===== src/rtl/wavegen_pkg.sv =====
/*
  Shared constants, register map and carriers of the setpoint waveform unit.
  Assumes one 50 MHz clock and a 4-bit word-addressed register port.
*/
package wavegen_pkg;
  // Timebase
  localparam int unsigned CLOCK_HZ      = 50_000_000;
  localparam int unsigned CLOCK_NS      = 20;
  localparam int unsigned TICK_NS       = 100_000;
  localparam int unsigned TICK_CYCLES   = (TICK_NS + CLOCK_NS - 1) / CLOCK_NS;
  localparam longint unsigned PHASE_NUM = 64'h0001_0000_0000_0000;
  localparam logic [23:0] PHASE_SCALE   = 24'(PHASE_NUM / CLOCK_HZ);
  // Parameter bounds, intervals in ticks
  localparam logic [31:0] INTERVAL_MIN  = 32'h0000_0001;
  localparam logic [31:0] INTERVAL_MAX  = 32'h1575_2a00;
  localparam logic [15:0] FREQ_MIN      = 16'h0001;
  localparam logic [15:0] FREQ_MAX      = 16'h2710;
  localparam logic [15:0] NOMINAL_CODE  = 16'hffff;
  // Safe limits applied on entry to generator mode
  localparam logic [15:0] SAFE_LIMIT_U  = 16'h0000;
  localparam logic [15:0] SAFE_LIMIT_I  = 16'h0000;
  localparam logic [15:0] SAFE_LIMIT_P  = 16'h0000;
  // Register offsets
  localparam logic [3:0] ADDR_CMD    = 4'h0;
  localparam logic [3:0] ADDR_FUNC   = 4'h1;
  localparam logic [3:0] ADDR_AMPL   = 4'h2;
  localparam logic [3:0] ADDR_OFFS   = 4'h3;
  localparam logic [3:0] ADDR_FREQ   = 4'h4;
  localparam logic [3:0] ADDR_FIRST  = 4'h5;
  localparam logic [3:0] ADDR_SECOND = 4'h6;
  localparam logic [3:0] ADDR_STAT_U = 4'h7;
  localparam logic [3:0] ADDR_STAT_P = 4'h8;
  localparam logic [3:0] ADDR_LIM_U  = 4'h9;
  localparam logic [3:0] ADDR_LIM_I  = 4'ha;
  localparam logic [3:0] ADDR_LIM_P  = 4'hb;
  // Command bits (write) and status bits (read) at ADDR_CMD
  localparam int CMD_ENTER = 0;
  localparam int CMD_EXIT  = 1;
  localparam int CMD_LOAD  = 2;
  localparam int CMD_START = 3;
  localparam int CMD_STOP  = 4;
  localparam int CMD_CLR_ALARM = 5;
  localparam int CMD_CLR_ERR   = 6;
  // Function register fields and codes
  localparam int FUNC_LSB   = 0;
  localparam int TARGET_LSB = 2;
  localparam logic [1:0] FN_SINE = 2'h0;
  localparam logic [1:0] FN_TRI  = 2'h1;
  localparam logic [1:0] FN_RECT = 2'h2;
  localparam logic [1:0] TARGET_NONE = 2'h0;
  localparam logic [1:0] TARGET_U    = 2'h1;
  localparam logic [1:0] TARGET_I    = 2'h2;

  typedef struct packed {
    logic [1:0]  func;
    logic [1:0]  target;
    logic [15:0] ampl;
    logic [15:0] offs;
    logic [15:0] freq;
    logic [31:0] first_interval_time;
    logic [31:0] second_interval_time;
  } wave_cfg_t;

  typedef struct packed {
    logic [15:0] u;
    logic [15:0] i;
    logic [15:0] p;
  } setpoints_t;

  localparam wave_cfg_t CFG_RESET = '0;
endpackage


===== src/rtl/wave_tick.sv =====
/*
  Timebase tick for interval counting, one pulse every TICK_CYCLES clocks.
  Assumes i_run is a registered level from the same clock.
*/
`timescale 1ns/1ps
`default_nettype none
module wave_tick #(
  parameter int unsigned TICK_CYCLES = 5000
) (
  input  wire logic i_clock,
  input  wire logic i_rst,
  input  wire logic i_run,
  output logic      o_tick
);
  logic [31:0] count_r;
  logic [31:0] count_nxt;
  logic        tick_nxt;

  always_comb begin
    count_nxt = count_r + 32'h1;
    tick_nxt  = 1'b0;
    if (!i_run) begin
      count_nxt = '0;
    end else if (count_r == 32'(TICK_CYCLES - 1)) begin
      count_nxt = '0;
      tick_nxt  = 1'b1;
    end
  end

  always_ff @(posedge i_clock) begin
    if (i_rst) begin
      count_r <= '0;
      o_tick  <= 1'b0;
    end else begin
      count_r <= count_nxt;
      o_tick  <= tick_nxt;
    end
  end
endmodule
`default_nettype wire


===== src/rtl/sine_table.sv =====
/*
  Registered sine lookup, quarter-wave table with symmetry, 64 points.
  Assumes the phase word comes from logic on the same clock.
*/
`timescale 1ns/1ps
`default_nettype none
module sine_table (
  input  wire logic        i_clock,
  input  wire logic        i_rst,
  input  wire logic [5:0]  i_phase,
  output logic signed [15:0] o_sine
);
  localparam logic [15:0] QUARTER [16] = '{
    16'h0000, 16'h0c8c, 16'h18f9, 16'h2528, 16'h30fb, 16'h3c56,
    16'h471c, 16'h5133, 16'h5a82, 16'h62f1, 16'h6a6d, 16'h70e2,
    16'h7641, 16'h7a7c, 16'h7d89, 16'h7f61};
  localparam logic [15:0] PEAK = 16'h7fff;

  logic [3:0]  index;
  logic [15:0] mag;
  logic signed [15:0] sine_nxt;

  always_comb begin
    index = i_phase[4] ? 4'(~i_phase[3:0]) : i_phase[3:0];
    // Falling quarter index 0 lands on the peak, not on zero
    mag = (i_phase[4] && i_phase[3:0] == 4'h0) ? PEAK : QUARTER[index];
    if (i_phase[4] && i_phase[3:0] != 4'h0) begin
      mag = QUARTER[4'(~i_phase[3:0]) + 4'h1];
    end
    sine_nxt = i_phase[5] ? -$signed(mag) : $signed(mag);
  end

  always_ff @(posedge i_clock) begin
    if (i_rst) begin
      o_sine <= '0;
    end else begin
      o_sine <= sine_nxt;
    end
  end
endmodule
`default_nettype wire


===== src/rtl/setpoint_waveform_unit.sv =====
/*
  Setpoint waveform unit: sine, triangle and rectangle on U or I setpoint.
  // Overview of operation
  // Configure only while output is off
  // Resistance mode blocks function selection
  // Load needs a chosen target quantity
  // Waveform drives one setpoint, others limit
  // Entering generator mode resets limits safely
  // Load: transfer, statics, output on, arm
  // Statics are start/end; current starts at zero
  // Start or button begins wave immediately
  // Stop halts wave, output stays on
  // Button stop halts wave, output off
  // Alarm halts wave, output off, reported
  // Sine amplitude and offset bounds checked
  // Sine uses one fixed frequency per run
  // Triangle rises first, falls second interval
  // Triangle period is sum of intervals
  // Triangle offset is foot level, bounded
  // Rectangle high first, offset level second
  // Rectangle period is sum, sets duty
  // Rectangle offset is foot level, bounded
  // Intervals count 0.1 ms timebase ticks
  Assumes i_alarm and i_r_mode come from logic on this clock and the
  on/off button arrives asynchronously from a pin.
*/
// Added by the designer: the register addresses and strobed register access.
`timescale 1ns/1ps
`default_nettype none
module setpoint_waveform_unit #(
  parameter int unsigned TICK_CYCLES_P = wavegen_pkg::TICK_CYCLES
) (
  input  wire logic                    i_clock,
  input  wire logic                    i_rst,
  input  wire logic [3:0]              i_addr,
  input  wire logic [31:0]             i_wdata,
  input  wire logic                    i_wr,
  input  wire logic                    i_rd,
  output logic [31:0]                  o_rdata,
  input  wire logic                    i_r_mode,
  input  wire logic                    i_alarm,
  input  wire logic                    i_onoff_button,
  output logic                         o_output_on,
  output logic                         o_running,
  output logic                         o_armed,
  output logic                         o_alarm_report,
  output wavegen_pkg::setpoints_t      o_setpoints,
  output wavegen_pkg::setpoints_t      o_limits
);
  import wavegen_pkg::*;

  typedef enum logic [2:0] {
    ST_NORMAL, ST_CONFIG, ST_XFER, ST_STATIC, ST_OUTON, ST_ARMED, ST_RUN
  } state_t;

  function automatic logic cfg_ok(input wave_cfg_t c);
    logic [16:0] top;
    logic        t_ok;
    top  = {1'b0, c.ampl} + {1'b0, c.offs};
    t_ok = c.first_interval_time >= INTERVAL_MIN &&
           c.first_interval_time <= INTERVAL_MAX &&
           c.second_interval_time >= INTERVAL_MIN &&
           c.second_interval_time <= INTERVAL_MAX;
    cfg_ok = 1'b0;
    if (c.target == TARGET_U || c.target == TARGET_I) begin
      if (c.func == FN_SINE) begin
        cfg_ok = top <= {1'b0, NOMINAL_CODE} && c.offs >= c.ampl &&
                 c.freq >= FREQ_MIN && c.freq <= FREQ_MAX;
      end else if (c.func == FN_TRI || c.func == FN_RECT) begin
        cfg_ok = top <= {1'b0, NOMINAL_CODE} && t_ok;
      end
    end
  endfunction

  function automatic logic [15:0] clamp(input logic [15:0] v,
                                        input logic [15:0] lim);
    clamp = (v > lim) ? lim : v;
  endfunction

  //////////////////////////////////////////////////////////////////////////
  // Button synchroniser and edge
  logic btn_s1_r;
  logic btn_s2_r;
  logic btn_s3_r;
  logic press;

  always_ff @(posedge i_clock) begin
    if (i_rst) begin
      btn_s1_r <= 1'b0;
      btn_s2_r <= 1'b0;
      btn_s3_r <= 1'b0;
    end else begin
      btn_s1_r <= i_onoff_button;
      btn_s2_r <= btn_s1_r;
      btn_s3_r <= btn_s2_r;
    end
  end
  assign press = btn_s2_r && !btn_s3_r;

  //////////////////////////////////////////////////////////////////////////
  // Control state
  state_t     state_r,     state_nxt;
  logic       out_on_r,    out_on_nxt;
  logic       alarm_r,     alarm_nxt;
  logic       err_r,       err_nxt;
  wave_cfg_t  cfg_r,       cfg_nxt;
  wave_cfg_t  run_cfg_r,   run_cfg_nxt;
  setpoints_t stat_r,      stat_nxt;
  setpoints_t lim_r,       lim_nxt;
  logic [31:0] rdata_nxt;
  logic        wr_cmd;
  logic        cmd_start;
  logic        cmd_stop;
  logic        cfg_open;
  logic        active;

  assign wr_cmd    = i_wr && i_addr == ADDR_CMD;
  assign cmd_start = wr_cmd && i_wdata[CMD_START];
  assign cmd_stop  = wr_cmd && i_wdata[CMD_STOP];
  assign cfg_open  = !out_on_r && !i_r_mode;
  assign active    = state_r == ST_XFER || state_r == ST_STATIC ||
                     state_r == ST_OUTON || state_r == ST_ARMED ||
                     state_r == ST_RUN;

  always_comb begin
    state_nxt   = state_r;
    out_on_nxt  = out_on_r;
    alarm_nxt   = alarm_r;
    err_nxt     = err_r;
    cfg_nxt     = cfg_r;
    run_cfg_nxt = run_cfg_r;
    stat_nxt    = stat_r;
    lim_nxt     = lim_r;
    // Sticky flags: clear first so a same-cycle event wins
    if (wr_cmd && i_wdata[CMD_CLR_ALARM]) begin
      alarm_nxt = 1'b0;
    end
    if (wr_cmd && i_wdata[CMD_CLR_ERR]) begin
      err_nxt = 1'b0;
    end
    if (i_wr && cfg_open && state_r != ST_NORMAL) begin
      if (i_addr == ADDR_FUNC) begin
        cfg_nxt.func   = i_wdata[FUNC_LSB +: 2];
        cfg_nxt.target = i_wdata[TARGET_LSB +: 2];
      end else if (i_addr == ADDR_AMPL) begin
        cfg_nxt.ampl = i_wdata[15:0];
      end else if (i_addr == ADDR_OFFS) begin
        cfg_nxt.offs = i_wdata[15:0];
      end else if (i_addr == ADDR_FREQ) begin
        cfg_nxt.freq = i_wdata[15:0];
      end else if (i_addr == ADDR_FIRST) begin
        cfg_nxt.first_interval_time = i_wdata;
      end else if (i_addr == ADDR_SECOND) begin
        cfg_nxt.second_interval_time = i_wdata;
      end else if (i_addr == ADDR_STAT_U) begin
        stat_nxt.u = i_wdata[15:0];
      end else if (i_addr == ADDR_STAT_P) begin
        stat_nxt.p = i_wdata[15:0];
      end else if (i_addr == ADDR_LIM_U) begin
        lim_nxt.u = i_wdata[15:0];
      end else if (i_addr == ADDR_LIM_I) begin
        lim_nxt.i = i_wdata[15:0];
      end else if (i_addr == ADDR_LIM_P) begin
        lim_nxt.p = i_wdata[15:0];
      end
    end
    case (state_r)
      ST_NORMAL: begin
        if (wr_cmd && i_wdata[CMD_ENTER] && cfg_open) begin
          state_nxt = ST_CONFIG;
          lim_nxt   = '{u: SAFE_LIMIT_U, i: SAFE_LIMIT_I,
                        p: SAFE_LIMIT_P};
        end
      end
      ST_CONFIG: begin
        if (i_r_mode || (wr_cmd && i_wdata[CMD_EXIT])) begin
          state_nxt = ST_NORMAL;
        end else if (wr_cmd && i_wdata[CMD_LOAD]) begin
          if (cfg_ok(cfg_r)) begin
            state_nxt = ST_XFER;
          end else begin
            err_nxt = 1'b1;
          end
        end
      end
      ST_XFER: begin
        run_cfg_nxt = cfg_r;
        state_nxt   = ST_STATIC;
      end
      ST_STATIC: begin
        state_nxt = ST_OUTON;
      end
      ST_OUTON: begin
        out_on_nxt = 1'b1;
        state_nxt  = ST_ARMED;
      end
      ST_ARMED: begin
        if (cmd_start || press) begin
          state_nxt = ST_RUN;
        end
      end
      ST_RUN: begin
        if (press) begin
          state_nxt  = ST_CONFIG;
          out_on_nxt = 1'b0;
        end else if (cmd_stop) begin
          state_nxt = ST_ARMED;
        end
      end
      default: begin
        state_nxt = ST_NORMAL;
      end
    endcase
    // Alarm outranks every command while active (ST_XFER to ST_RUN)
    if (i_alarm && active) begin
      state_nxt  = ST_CONFIG;
      out_on_nxt = 1'b0;
      alarm_nxt  = 1'b1;
    end
    rdata_nxt = '0;
    if (i_rd) begin
      if (i_addr == ADDR_CMD) begin
        rdata_nxt = {26'h0, err_r, alarm_r, out_on_r,
                     state_r == ST_RUN, state_r == ST_ARMED,
                     state_r != ST_NORMAL};
      end else if (i_addr == ADDR_FUNC) begin
        rdata_nxt = {28'h0, cfg_r.target, cfg_r.func};
      end else if (i_addr == ADDR_AMPL) begin
        rdata_nxt = {16'h0, cfg_r.ampl};
      end else if (i_addr == ADDR_OFFS) begin
        rdata_nxt = {16'h0, cfg_r.offs};
      end else if (i_addr == ADDR_FREQ) begin
        rdata_nxt = {16'h0, cfg_r.freq};
      end else if (i_addr == ADDR_FIRST) begin
        rdata_nxt = cfg_r.first_interval_time;
      end else if (i_addr == ADDR_SECOND) begin
        rdata_nxt = cfg_r.second_interval_time;
      end else if (i_addr == ADDR_STAT_U) begin
        rdata_nxt = {16'h0, stat_r.u};
      end else if (i_addr == ADDR_STAT_P) begin
        rdata_nxt = {16'h0, stat_r.p};
      end else if (i_addr == ADDR_LIM_U) begin
        rdata_nxt = {16'h0, lim_r.u};
      end else if (i_addr == ADDR_LIM_I) begin
        rdata_nxt = {16'h0, lim_r.i};
      end else if (i_addr == ADDR_LIM_P) begin
        rdata_nxt = {16'h0, lim_r.p};
      end
    end
  end

  always_ff @(posedge i_clock) begin
    if (i_rst) begin
      state_r   <= ST_NORMAL;
      out_on_r  <= 1'b0;
      alarm_r   <= 1'b0;
      err_r     <= 1'b0;
      cfg_r     <= CFG_RESET;
      run_cfg_r <= CFG_RESET;
      stat_r    <= '0;
      lim_r     <= '{u: SAFE_LIMIT_U, i: SAFE_LIMIT_I, p: SAFE_LIMIT_P};
      o_rdata   <= '0;
    end else begin
      state_r   <= state_nxt;
      out_on_r  <= out_on_nxt;
      alarm_r   <= alarm_nxt;
      err_r     <= err_nxt;
      cfg_r     <= cfg_nxt;
      run_cfg_r <= run_cfg_nxt;
      stat_r    <= stat_nxt;
      lim_r     <= lim_nxt;
      o_rdata   <= rdata_nxt;
    end
  end

  //////////////////////////////////////////////////////////////////////////
  // Waveform engine
  logic        running;
  logic        tick;
  logic signed [15:0] sine;
  logic [31:0] phase_r,  phase_nxt;
  logic        seg_r,    seg_nxt;
  logic [31:0] cnt_r,    cnt_nxt;
  logic [15:0] ramp_r,   ramp_nxt;
  logic [47:0] err_acc_r, err_acc_nxt;
  logic [39:0] inc_wide;
  logic [31:0] seg_len;
  logic [47:0] den;
  logic signed [33:0] sine_sum;
  logic [15:0] level;
  setpoints_t  setp_nxt;

  assign running = state_r == ST_RUN;

  wave_tick #(
    .TICK_CYCLES (TICK_CYCLES_P)
  ) u_tick (
    .i_clock (i_clock),
    .i_rst   (i_rst),
    .i_run   (running),
    .o_tick  (tick)
  );

  sine_table u_sine (
    .i_clock (i_clock),
    .i_rst   (i_rst),
    .i_phase (phase_r[31:26]),
    .o_sine  (sine)
  );

  always_comb begin
    inc_wide    = {8'h0, run_cfg_r.freq} * {16'h0, PHASE_SCALE};
    seg_len     = seg_r ? run_cfg_r.second_interval_time
                        : run_cfg_r.first_interval_time;
    den         = 48'(seg_len) * 48'(TICK_CYCLES_P);
    phase_nxt   = phase_r + {8'h0, inc_wide[39:16]}; // 2^48 scale to 32 bits
    seg_nxt     = seg_r;
    cnt_nxt     = cnt_r;
    ramp_nxt    = ramp_r;
    err_acc_nxt = err_acc_r + 48'(run_cfg_r.ampl);
    // Slopes steeper than a code per clock snap at the interval end
    if (err_acc_nxt >= den && ramp_r < run_cfg_r.ampl) begin
      err_acc_nxt = err_acc_nxt - den;
      ramp_nxt    = ramp_r + 16'h1;
    end
    if (tick) begin
      cnt_nxt = cnt_r + 32'h1;
      if (cnt_nxt >= seg_len) begin
        seg_nxt     = !seg_r;
        cnt_nxt     = '0;
        ramp_nxt    = '0;
        err_acc_nxt = '0;
      end
    end
    if (!running) begin
      phase_nxt   = '0;
      seg_nxt     = 1'b0;
      cnt_nxt     = '0;
      ramp_nxt    = '0;
      err_acc_nxt = '0;
    end
    sine_sum = $signed({3'b0, run_cfg_r.offs, 15'h0}) +
               $signed({2'b0, run_cfg_r.ampl}) * sine;
    if (run_cfg_r.func == FN_SINE) begin
      level = sine_sum[30:15];
    end else if (run_cfg_r.func == FN_TRI) begin
      level = seg_r ? run_cfg_r.offs + run_cfg_r.ampl - ramp_r
                    : run_cfg_r.offs + ramp_r;
    end else begin
      level = seg_r ? run_cfg_r.offs : run_cfg_r.offs + run_cfg_r.ampl;
    end
    // Non-target setpoints stay static and act as limits
    setp_nxt = '{u: stat_r.u, i: lim_r.i, p: stat_r.p};
    if (state_r != ST_NORMAL && run_cfg_r.target == TARGET_I) begin
      setp_nxt.i = running ? level : 16'h0000;
    end else if (running && run_cfg_r.target == TARGET_U) begin
      setp_nxt.u = level;
    end
    setp_nxt = '{u: clamp(setp_nxt.u, lim_r.u),
                 i: clamp(setp_nxt.i, lim_r.i),
                 p: clamp(setp_nxt.p, lim_r.p)};
  end

  always_ff @(posedge i_clock) begin
    if (i_rst) begin
      phase_r        <= '0;
      seg_r          <= 1'b0;
      cnt_r          <= '0;
      ramp_r         <= '0;
      err_acc_r      <= '0;
      o_setpoints    <= '0;
      o_limits       <= '0;
      o_output_on    <= 1'b0;
      o_running      <= 1'b0;
      o_armed        <= 1'b0;
      o_alarm_report <= 1'b0;
    end else begin
      phase_r        <= phase_nxt;
      seg_r          <= seg_nxt;
      cnt_r          <= cnt_nxt;
      ramp_r         <= ramp_nxt;
      err_acc_r      <= err_acc_nxt;
      o_setpoints    <= setp_nxt;
      o_limits       <= lim_r;
      o_output_on    <= out_on_r;
      o_running      <= running;
      o_armed        <= state_r == ST_ARMED;
      o_alarm_report <= alarm_r;
    end
  end
endmodule
`default_nettype wire


===== config.mk =====
export PLATFORM = sky130hd
export DESIGN_NAME = setpoint_waveform_unit
export DESIGN_NICKNAME = d
export VERILOG_FILES = /design/src/rtl/wavegen_pkg.sv /design/src/rtl/wave_tick.sv /design/src/rtl/sine_table.sv /design/src/rtl/setpoint_waveform_unit.sv
export SDC_FILE = /design/constraint.sdc
export NUM_CORES = 2
export LEC_CHECK = 0
export ABC_AREA = 1
export BUFFER_PORTS_ARGS = -buffer_cell sky130_fd_sc_hd__buf_4
export CORE_ASPECT_RATIO = 1.25
export CORE_MARGIN = 3
export CORE_UTILIZATION = 47
export CTS_CLUSTER_SIZE = 28
export DETAILED_ROUTE_END_ITERATION = 8
export MAX_ROUTING_LAYER = met4
export PLACE_DENSITY = 0.65
export SKIP_CTS_REPAIR_TIMING = 1
export SLEW_MARGIN = 20
export SYNTH_ARGS = -nofsm -noshare
export SYNTH_HDL_FRONTEND = slang
export SYNTH_SLANG_ARGS = --single-unit
export TNS_END_PERCENT = 1

===== constraint.sdc =====
create_clock -name i_clock -period 8.1 [get_ports i_clock]
set_input_delay 0.81 -clock i_clock [delete_from_list [all_inputs] [get_ports i_clock]]
set_output_delay 0.81 -clock i_clock [all_outputs]
set_load 0.01 [all_outputs]

* Yosys cells after proc, flatten, opt, wreduce, memory -nomap -nowiden *
Memory sizes are Yosys's and may differ from the RTL's.
Cells that the tools add are included.
W data, S select, Z words.

operators by class
  $add $sub $neg = 13
  $mul = 3
  order comparisons = 16
  equal/unequal tests = 36
  mux-type cells = 80
  bitwise logic cells = 12
  reduce and logical (&&, ||, !) cells = 65

operator list
  operator                  count
  $mux W48                  14
  $mux W16                  33
  $mux W32                  5
  $add A32 B1 Y32 const B   2
  $ge A32 B1 Y1 const B     2
  $le A32 B29 Y1 const B    2
  $add A48 B16 Y48          1
  $ge A48 B45 Y1            1
  $gt A16 B16 Y1            3
  $sub A48 B45 Y48          1
  $mul A32 B10 Y42 const B  1
  $mul A16 B23 Y39 const B  1
  $add A16 B16 Y16          2
  $add A32 B23 Y32          1
  $eq A32 B13 Y1 const B    1
  $ge A32 B32 Y1            1
  $add A31 B31 Y31          1
  $mul A17 B16 Y31          1
  $logic_and A1 B1 Y1       26
  $mux W3                   7
  $pmux W3 S7               1
  $add A16 B16 Y17          1
  $le A17 B16 Y1 const B    1
  $add A16 B1 Y16 const B   1
  other kinds (48)          115

word-level totals
  register bits after elaboration = 631
  bits in read-only memories = 512
  input port bits = 43
  output and inout bits = 132
  word-level logic and storage cells = 275
  memories = 2

memory list
  memory           depth  width  read ports  clocked after memory_dff  wr ports  line              RTL
  (no name shown)  16     16     1           0                         0         sine_table.sv:26  mag = (i_phase[4] && i_phase[3:0] == 4'h0) ? PEAK : QUARTER[index];
  (no name shown)  16     16     1           0                         0         sine_table.sv:28  mag = QUARTER[4'(~i_phase[3:0]) + 4'h1];

* Depth between registers and ports, before layout *
  word-level depth = 16
  gate-level depth with buffers = 47
  gate-level depth less buffers = 43

* Modules after synthesis *
Synthesis repeated with hierarchy kept, for this count alone.

unflattened totals
  cell total of the unflattened synthesis = 8571
  area total of the unflattened synthesis = 60361.6 um^2

modules (own cells, without submodules)
  module                  instances  cells each  area an instance (um^2)  sequential area each (um^2)
  setpoint_waveform_unit  1          7884        56307.8                  11651.2
  sine_table              1          371         2115.8                   320.3
  wave_tick               1          316         1938.1                   660.6

* Least setup slack after synthesis *
Ideal clock, no wire load.

  path kind = register to register
  start = reg seg_r
  end = reg err_acc_r[4]
  library setup time = 0.117 ns
  data arrival time = 7.300 ns
  data required time = 7.983 ns
  slack = 0.683 ns
  stages on the path, launching flop included = 45
  buffers on the path = 6
  clock period less this slack = 7.417 ns
  cells stage by stage = dfxtp_1 clkbuf_1 clkbuf_1 clkbuf_1 clkbuf_1 nand2_1 o21ai_0 inv_1 fa_1 ha_1 inv_1 fa_1 inv_1 ha_1 inv_1 fa_1 inv_1 ha_1 [... 9 more ...] ha_1 nand2_1 nor2_2 nand2_1 nor2_1 nand3_1 nand4_1 nand2_1 nand2_1 nand2_1 nand4_4 nand2_2 inv_2 buf_6 buf_6 nand2_1 nand2_1 a21oi_2

on the way
  longest elaborated chain between the ends = 7
  elaborated cells between the ends (all ways) = 9
  classes of those cells = add/sub (1); mul (1); order compare (2); mux (4); reduce/logical (1)

RTL lines
  what                      line                           RTL
  start: declaration        setpoint_waveform_unit.sv:282  logic seg_r, seg_nxt;
  start signal: assignment  setpoint_waveform_unit.sv:379  seg_r <= seg_nxt;
  $mux W32 (*)              setpoint_waveform_unit.sv:313  seg_len = seg_r ? run_cfg_r.second_interval_time
  $mul A32 B10 Y42          setpoint_waveform_unit.sv:315  den = 48'(seg_len) * 48'(TICK_CYCLES_P);
  $ge A48 B45 Y1            setpoint_waveform_unit.sv:322  if (err_acc_nxt >= den && ramp_r < run_cfg_r.ampl) begin
  $logic_and A1 B1 Y1       setpoint_waveform_unit.sv:322
  $mux W48                  setpoint_waveform_unit.sv:322
  $mux W48                  setpoint_waveform_unit.sv:328  if (cnt_nxt >= seg_len) begin
  $mux W48 (*)              setpoint_waveform_unit.sv:326  if (tick) begin
  end signal: assignment    setpoint_waveform_unit.sv:382  err_acc_r <= err_acc_nxt;
  end: declaration          setpoint_waveform_unit.sv:285  logic [47:0] err_acc_r, err_acc_nxt;

Mark *: on every way between the ends. The rest lies on a longest branch, timed or not.
A chain may end at the register's enable or synchronous reset.

* Worst setup path after layout *
  start = reg u_sine.o_sine[15]
  end = reg o_setpoints[43] (netlist name)

on the way
  longest elaborated chain between the ends = 7

RTL lines
  what                      line                           RTL
  start: declaration        sine_table.sv:11               output logic signed [15:0] o_sine
  start signal: assignment  sine_table.sv:37               o_sine <= sine_nxt;
  $mul A17 B16 Y31 (*)      setpoint_waveform_unit.sv:343  $signed({2'b0, run_cfg_r.ampl}) * sine;
  $add A31 B31 Y31 (*)      setpoint_waveform_unit.sv:342  sine_sum = $signed({3'b0, run_cfg_r.offs, 15'h0}) +
  $mux W16 (*)              setpoint_waveform_unit.sv:344  if (run_cfg_r.func == FN_SINE) begin
  $mux W16 (*)              setpoint_waveform_unit.sv:356  end else if (running && run_cfg_r.target == TARGET_U) begin
  $mux W16 (*)              setpoint_waveform_unit.sv:354  if (state_r != ST_NORMAL && run_cfg_r.target == TARGET_I) begin
  $gt A16 B16 Y1            setpoint_waveform_unit.sv:77   clamp = (v > lim) ? lim : v;
  $mux W16 (*)              setpoint_waveform_unit.sv:77
  end signal: assignment    setpoint_waveform_unit.sv:383  o_setpoints <= setp_nxt;
  end: declaration          setpoint_waveform_unit.sv:47   output wavegen_pkg::setpoints_t o_setpoints,

Marked as above.

==> key figures <==
Clock tree
  – Clock tree sinks: 631
  – CTS Buffer Depth: 3
  – Clk_lat worst skew: around 0.7 ns
  – CTS Buf Count: 73
  – Clock-pin slew on the worst setup and hold paths: 0.07 ns
  – H-tree levels: 3
  – Clock Tree Root: clkbuf_16
  – TritonCTS clock tree: yes

Logic synthesis
  – Largest family of logic cells by synthesized area: adder cells
  – Post-synthesis compound-gate area fraction: 15.5%
  – Synth warn: 0
  – Ys flop type: dfxtp_1
  – Synth Area in Simple Gates: 19.2%
  – Asr flop ratio synth: 0%
  – Mapped Area: 59,100 um^2
  – Dominant cell type by area after synthesis: dfxtp_1
  – Post-synth EDFFs: 0
  – Post-synthesis register bit count: 631
  – Post-synth cell types: 70
  – XOR/XNOR share of the synthesized area: just over 3%
  – Mux contribution to synthesized area: less than 1%
  – Synth top area share: approximately a fifth
  – Post-synthesis sequential area ratio: a little over a fifth
  – Synthesized net count: 9,354
  – Top post-synthesis cells by area: dfxtp_1 21%, fa_1 15%, ha_1 14%
  – Mean area per synthesized cell: 7.18 um^2
  – Cells after synthesis: 8,232
  – Synth Area in Adders: 28.3%

STA
  – RSZ-0062 raised after global routing: yes
  – Post-Route Hold Slack: between 0.3 and 0.4 ns
  – Worst Tran Pin Value: around 1.1 ns
  – Slew HR: 29.0%
  – Final worst path period share: 96.0%
  – Final setup vio count: 0
  – Hold Violations, Final: 0
  – FMAX: 129 MHz
  – Fin. max-slew vios: 0
  – Minimum clock period: 7.78 ns
  – Clk_skew: 0.0620 ns

Global routing
  – Gr ovfl total: 0
  – First-pass GRT wire length: 315,000 um
  – Vias in the first global route: 54,100
  – Largest net degree at the start of global routing: 178
  – Tot GR Track Use: around a third
  – Initial antenna violation count: 4

Cells and area
  – Layout cell share with drive strength beyond 1: 8.03%
  – Filler Cell Count: around 12,000
  – Final-stage net count: 9,558
  – Reg area: 12,700 um^2
  – Area of the multi-input gates: around 39,000 um^2
  – Most frequent cells in the layout: 1,663 x inv_1, 1,454 x nand2_1, 761 x a21oi_1
  – Commonest non-fill, non-tap cell in the layout: inv_1
  – Final std cells w/o fill: 10,100
  – P&R area growth vs syn: 11.6%

Detailed routing
  – Drt initial violations: between 4,000 and 5,000
  – # DRC: 0
  – Vias: 55,100
  – Detailed Routing Iterations Pass 1: 6
  – Total wire length: 204,000 um
  – Routed wire per std cell: about 20 um
  – ANT nets after route: 0
  – Mean number of vias per cell: 5.45

Setup path
  – R2r worst-path depth: 33
  – R2r endpoint: o_setpoints[43]
  – Crit-path slowest cell: fa_1
  – WP data arrival: 8.40 ns
  – Worst r2r src: u_sine.o_sine[15]
  – Critical path capture point type: register
  – Worst-path fanout max: 22
  – WS Path Type: reg -> reg
  – Worst EP required: approximately 8.7 ns
  – Setup crit start kind: register
  – Worst path max stage delay: 0.62 ns
  – Worst R2R Setup Slack: 0.32 ns

Min path
  – Hold_sp: i_onoff_button
  – Class of the most critical hold timing path: in -> reg
  – Hold Path Depth: 3
  – Hold path endpoint: btn_s1_r

Power and ir drop
  – PwrDens: 109 nW/um^2
  – Lkg Pwr: about 34 nW
  – Peak VDD IR: 0.000148 V

Placed design
  – # placed instances: 9,964
  – IO Port Bufs: 174
  – Final GP Congestion: around 0.99
  – Post-DP HPWL: about 170,000 um

Floorplanning
  – Core ar.: 124,000 um^2
  – Row count: 144
  – Die Span X: 323 um
  – Die Span Y: 403 um
  – Initial Utilization: 47.6%
  – I/O Pins: 175
  – Total die area: between 100,000 and 150,000 um^2

Job
  – Max-cap violations: 0

Status
  – Status: finished, final reports clean
==> layer usage <==
metal	up-vias	part of all wire (%)	routed length, um	GRT usage, %
met1	26200	43	88500	41.4
met4	0	4.3	8690	12.2
met3	378	6.0	12300	3.91
met5	-	0	0	-
met2	1763	46	94700	51.3
li1	26700	-	-	-
==> cell families (layout without fill, tap and decap cells) <==
logic type,after synthesis,after routing
DFF,631,631
adders and majority gates,1079,1079
other,0,2
xor gates and xnor gates,206,206
muxes,1,1
AOI/OAI and AO/OA,1661,1661
buffers and inverters,1961,2223
and+or+nand+nor,2693,2693
==> worst max-delay path by stage <==
stage | slack [ns] | depth (start not counted) | end | startpoint
final | 0.32 | 33 | o_setpoints[43] | u_sine.o_sine[15]
after floorplan | 0.68 | 44 | err_acc_r[4] | seg_r
after global routing | -0.07 | 33 | o_setpoints[47] | u_sine.o_sine[15]
after global placement | -0.08 | 33 | phase_r[30] | run_cfg_r[69]
after CTS | -0.11 | 35 | phase_r[30] | run_cfg_r[74]
after detailed placement | -0.13 | 35 | phase_r[30] | run_cfg_r[74]
==> report_power, final <==
| part | total [W] | internal [W] | switching [W] |
|---|---|---|---|
| logic | 0.000409 | 0.000125 | 0.000285 |
| clock network | 0.00362 | 0.00209 | 0.00153 |
| registers | 0.00314 | 0.00312 | 0.0000211 |
==> cells in the mapped netlist, drive strengths merged, types with 75 or more instances <==
master	n
fa	435
nand3	325
inv	1681
clkbuf	226
nand2	1470
xnor2	75
nand4	95
dfxtp	631
o21ai	572
a21oi	773
nor2	589
ha	644
nor3	115
xor2	131
==> worst max-delay path, delay by kind of cell (launching register included) <==
kind | cells | cell delay (ns)
AOI/OAI and AO/OA | 10 | 1.64
xor gates and xnor gates | 1 | 0.24
adders and majority gates | 8 | 3.97
buffers and inverters | 6 | 0.61
DFF | 1 | 0.39
and+or+nand+nor | 8 | 0.84
==> state kept, by name (all words and copies together), names as in the netlist, 3 cells and up <==
name and cells:
cfg_r 116, o_limits 48, u_sine.o_sine 16, run_cfg_r 116
err_acc_r 48, o_setpoints 48, u_tick.count_r 32, state_r 3
o_rdata 32, cnt_r 32, lim_r 48, stat_r 32
phase_r 32, ramp_r 16
==> metrics by stage <==
| step | util [%] | instance area (um^2) | total power, W | setup TNS, ns | worst slack [ns] |
|---|---|---|---|---|---|
| after floorplan | - | 59100 | 0.00343 | 0 | 0.683 |
| after global placement | 50.9 | 63200 | 0.00361 | -0.0761 | -0.0761 |
| after detailed placement | 50.9 | 63200 | 0.00361 | -0.129 | -0.129 |
| after CTS | 53.0 | 65800 | 0.00722 | -0.192 | -0.110 |
| after global routing | 53.2 | 66000 | 0.00736 | -0.200 | -0.0699 |
| final | 53.2 | 66000 | 0.00717 | 0 | 0.322 |
==> layout make-up <==
class,instances,area share [%]
clock inverters,34,0.838
clock buffers,99,3.10
flip-flops and latches,631,19.2
multi-input cells,5640,59.5
inverters,1691,9.63
well taps,1606,3.05
repair buffers,399,4.71
diodes,2,0.00758
Power figures use the tool's default switching activity.
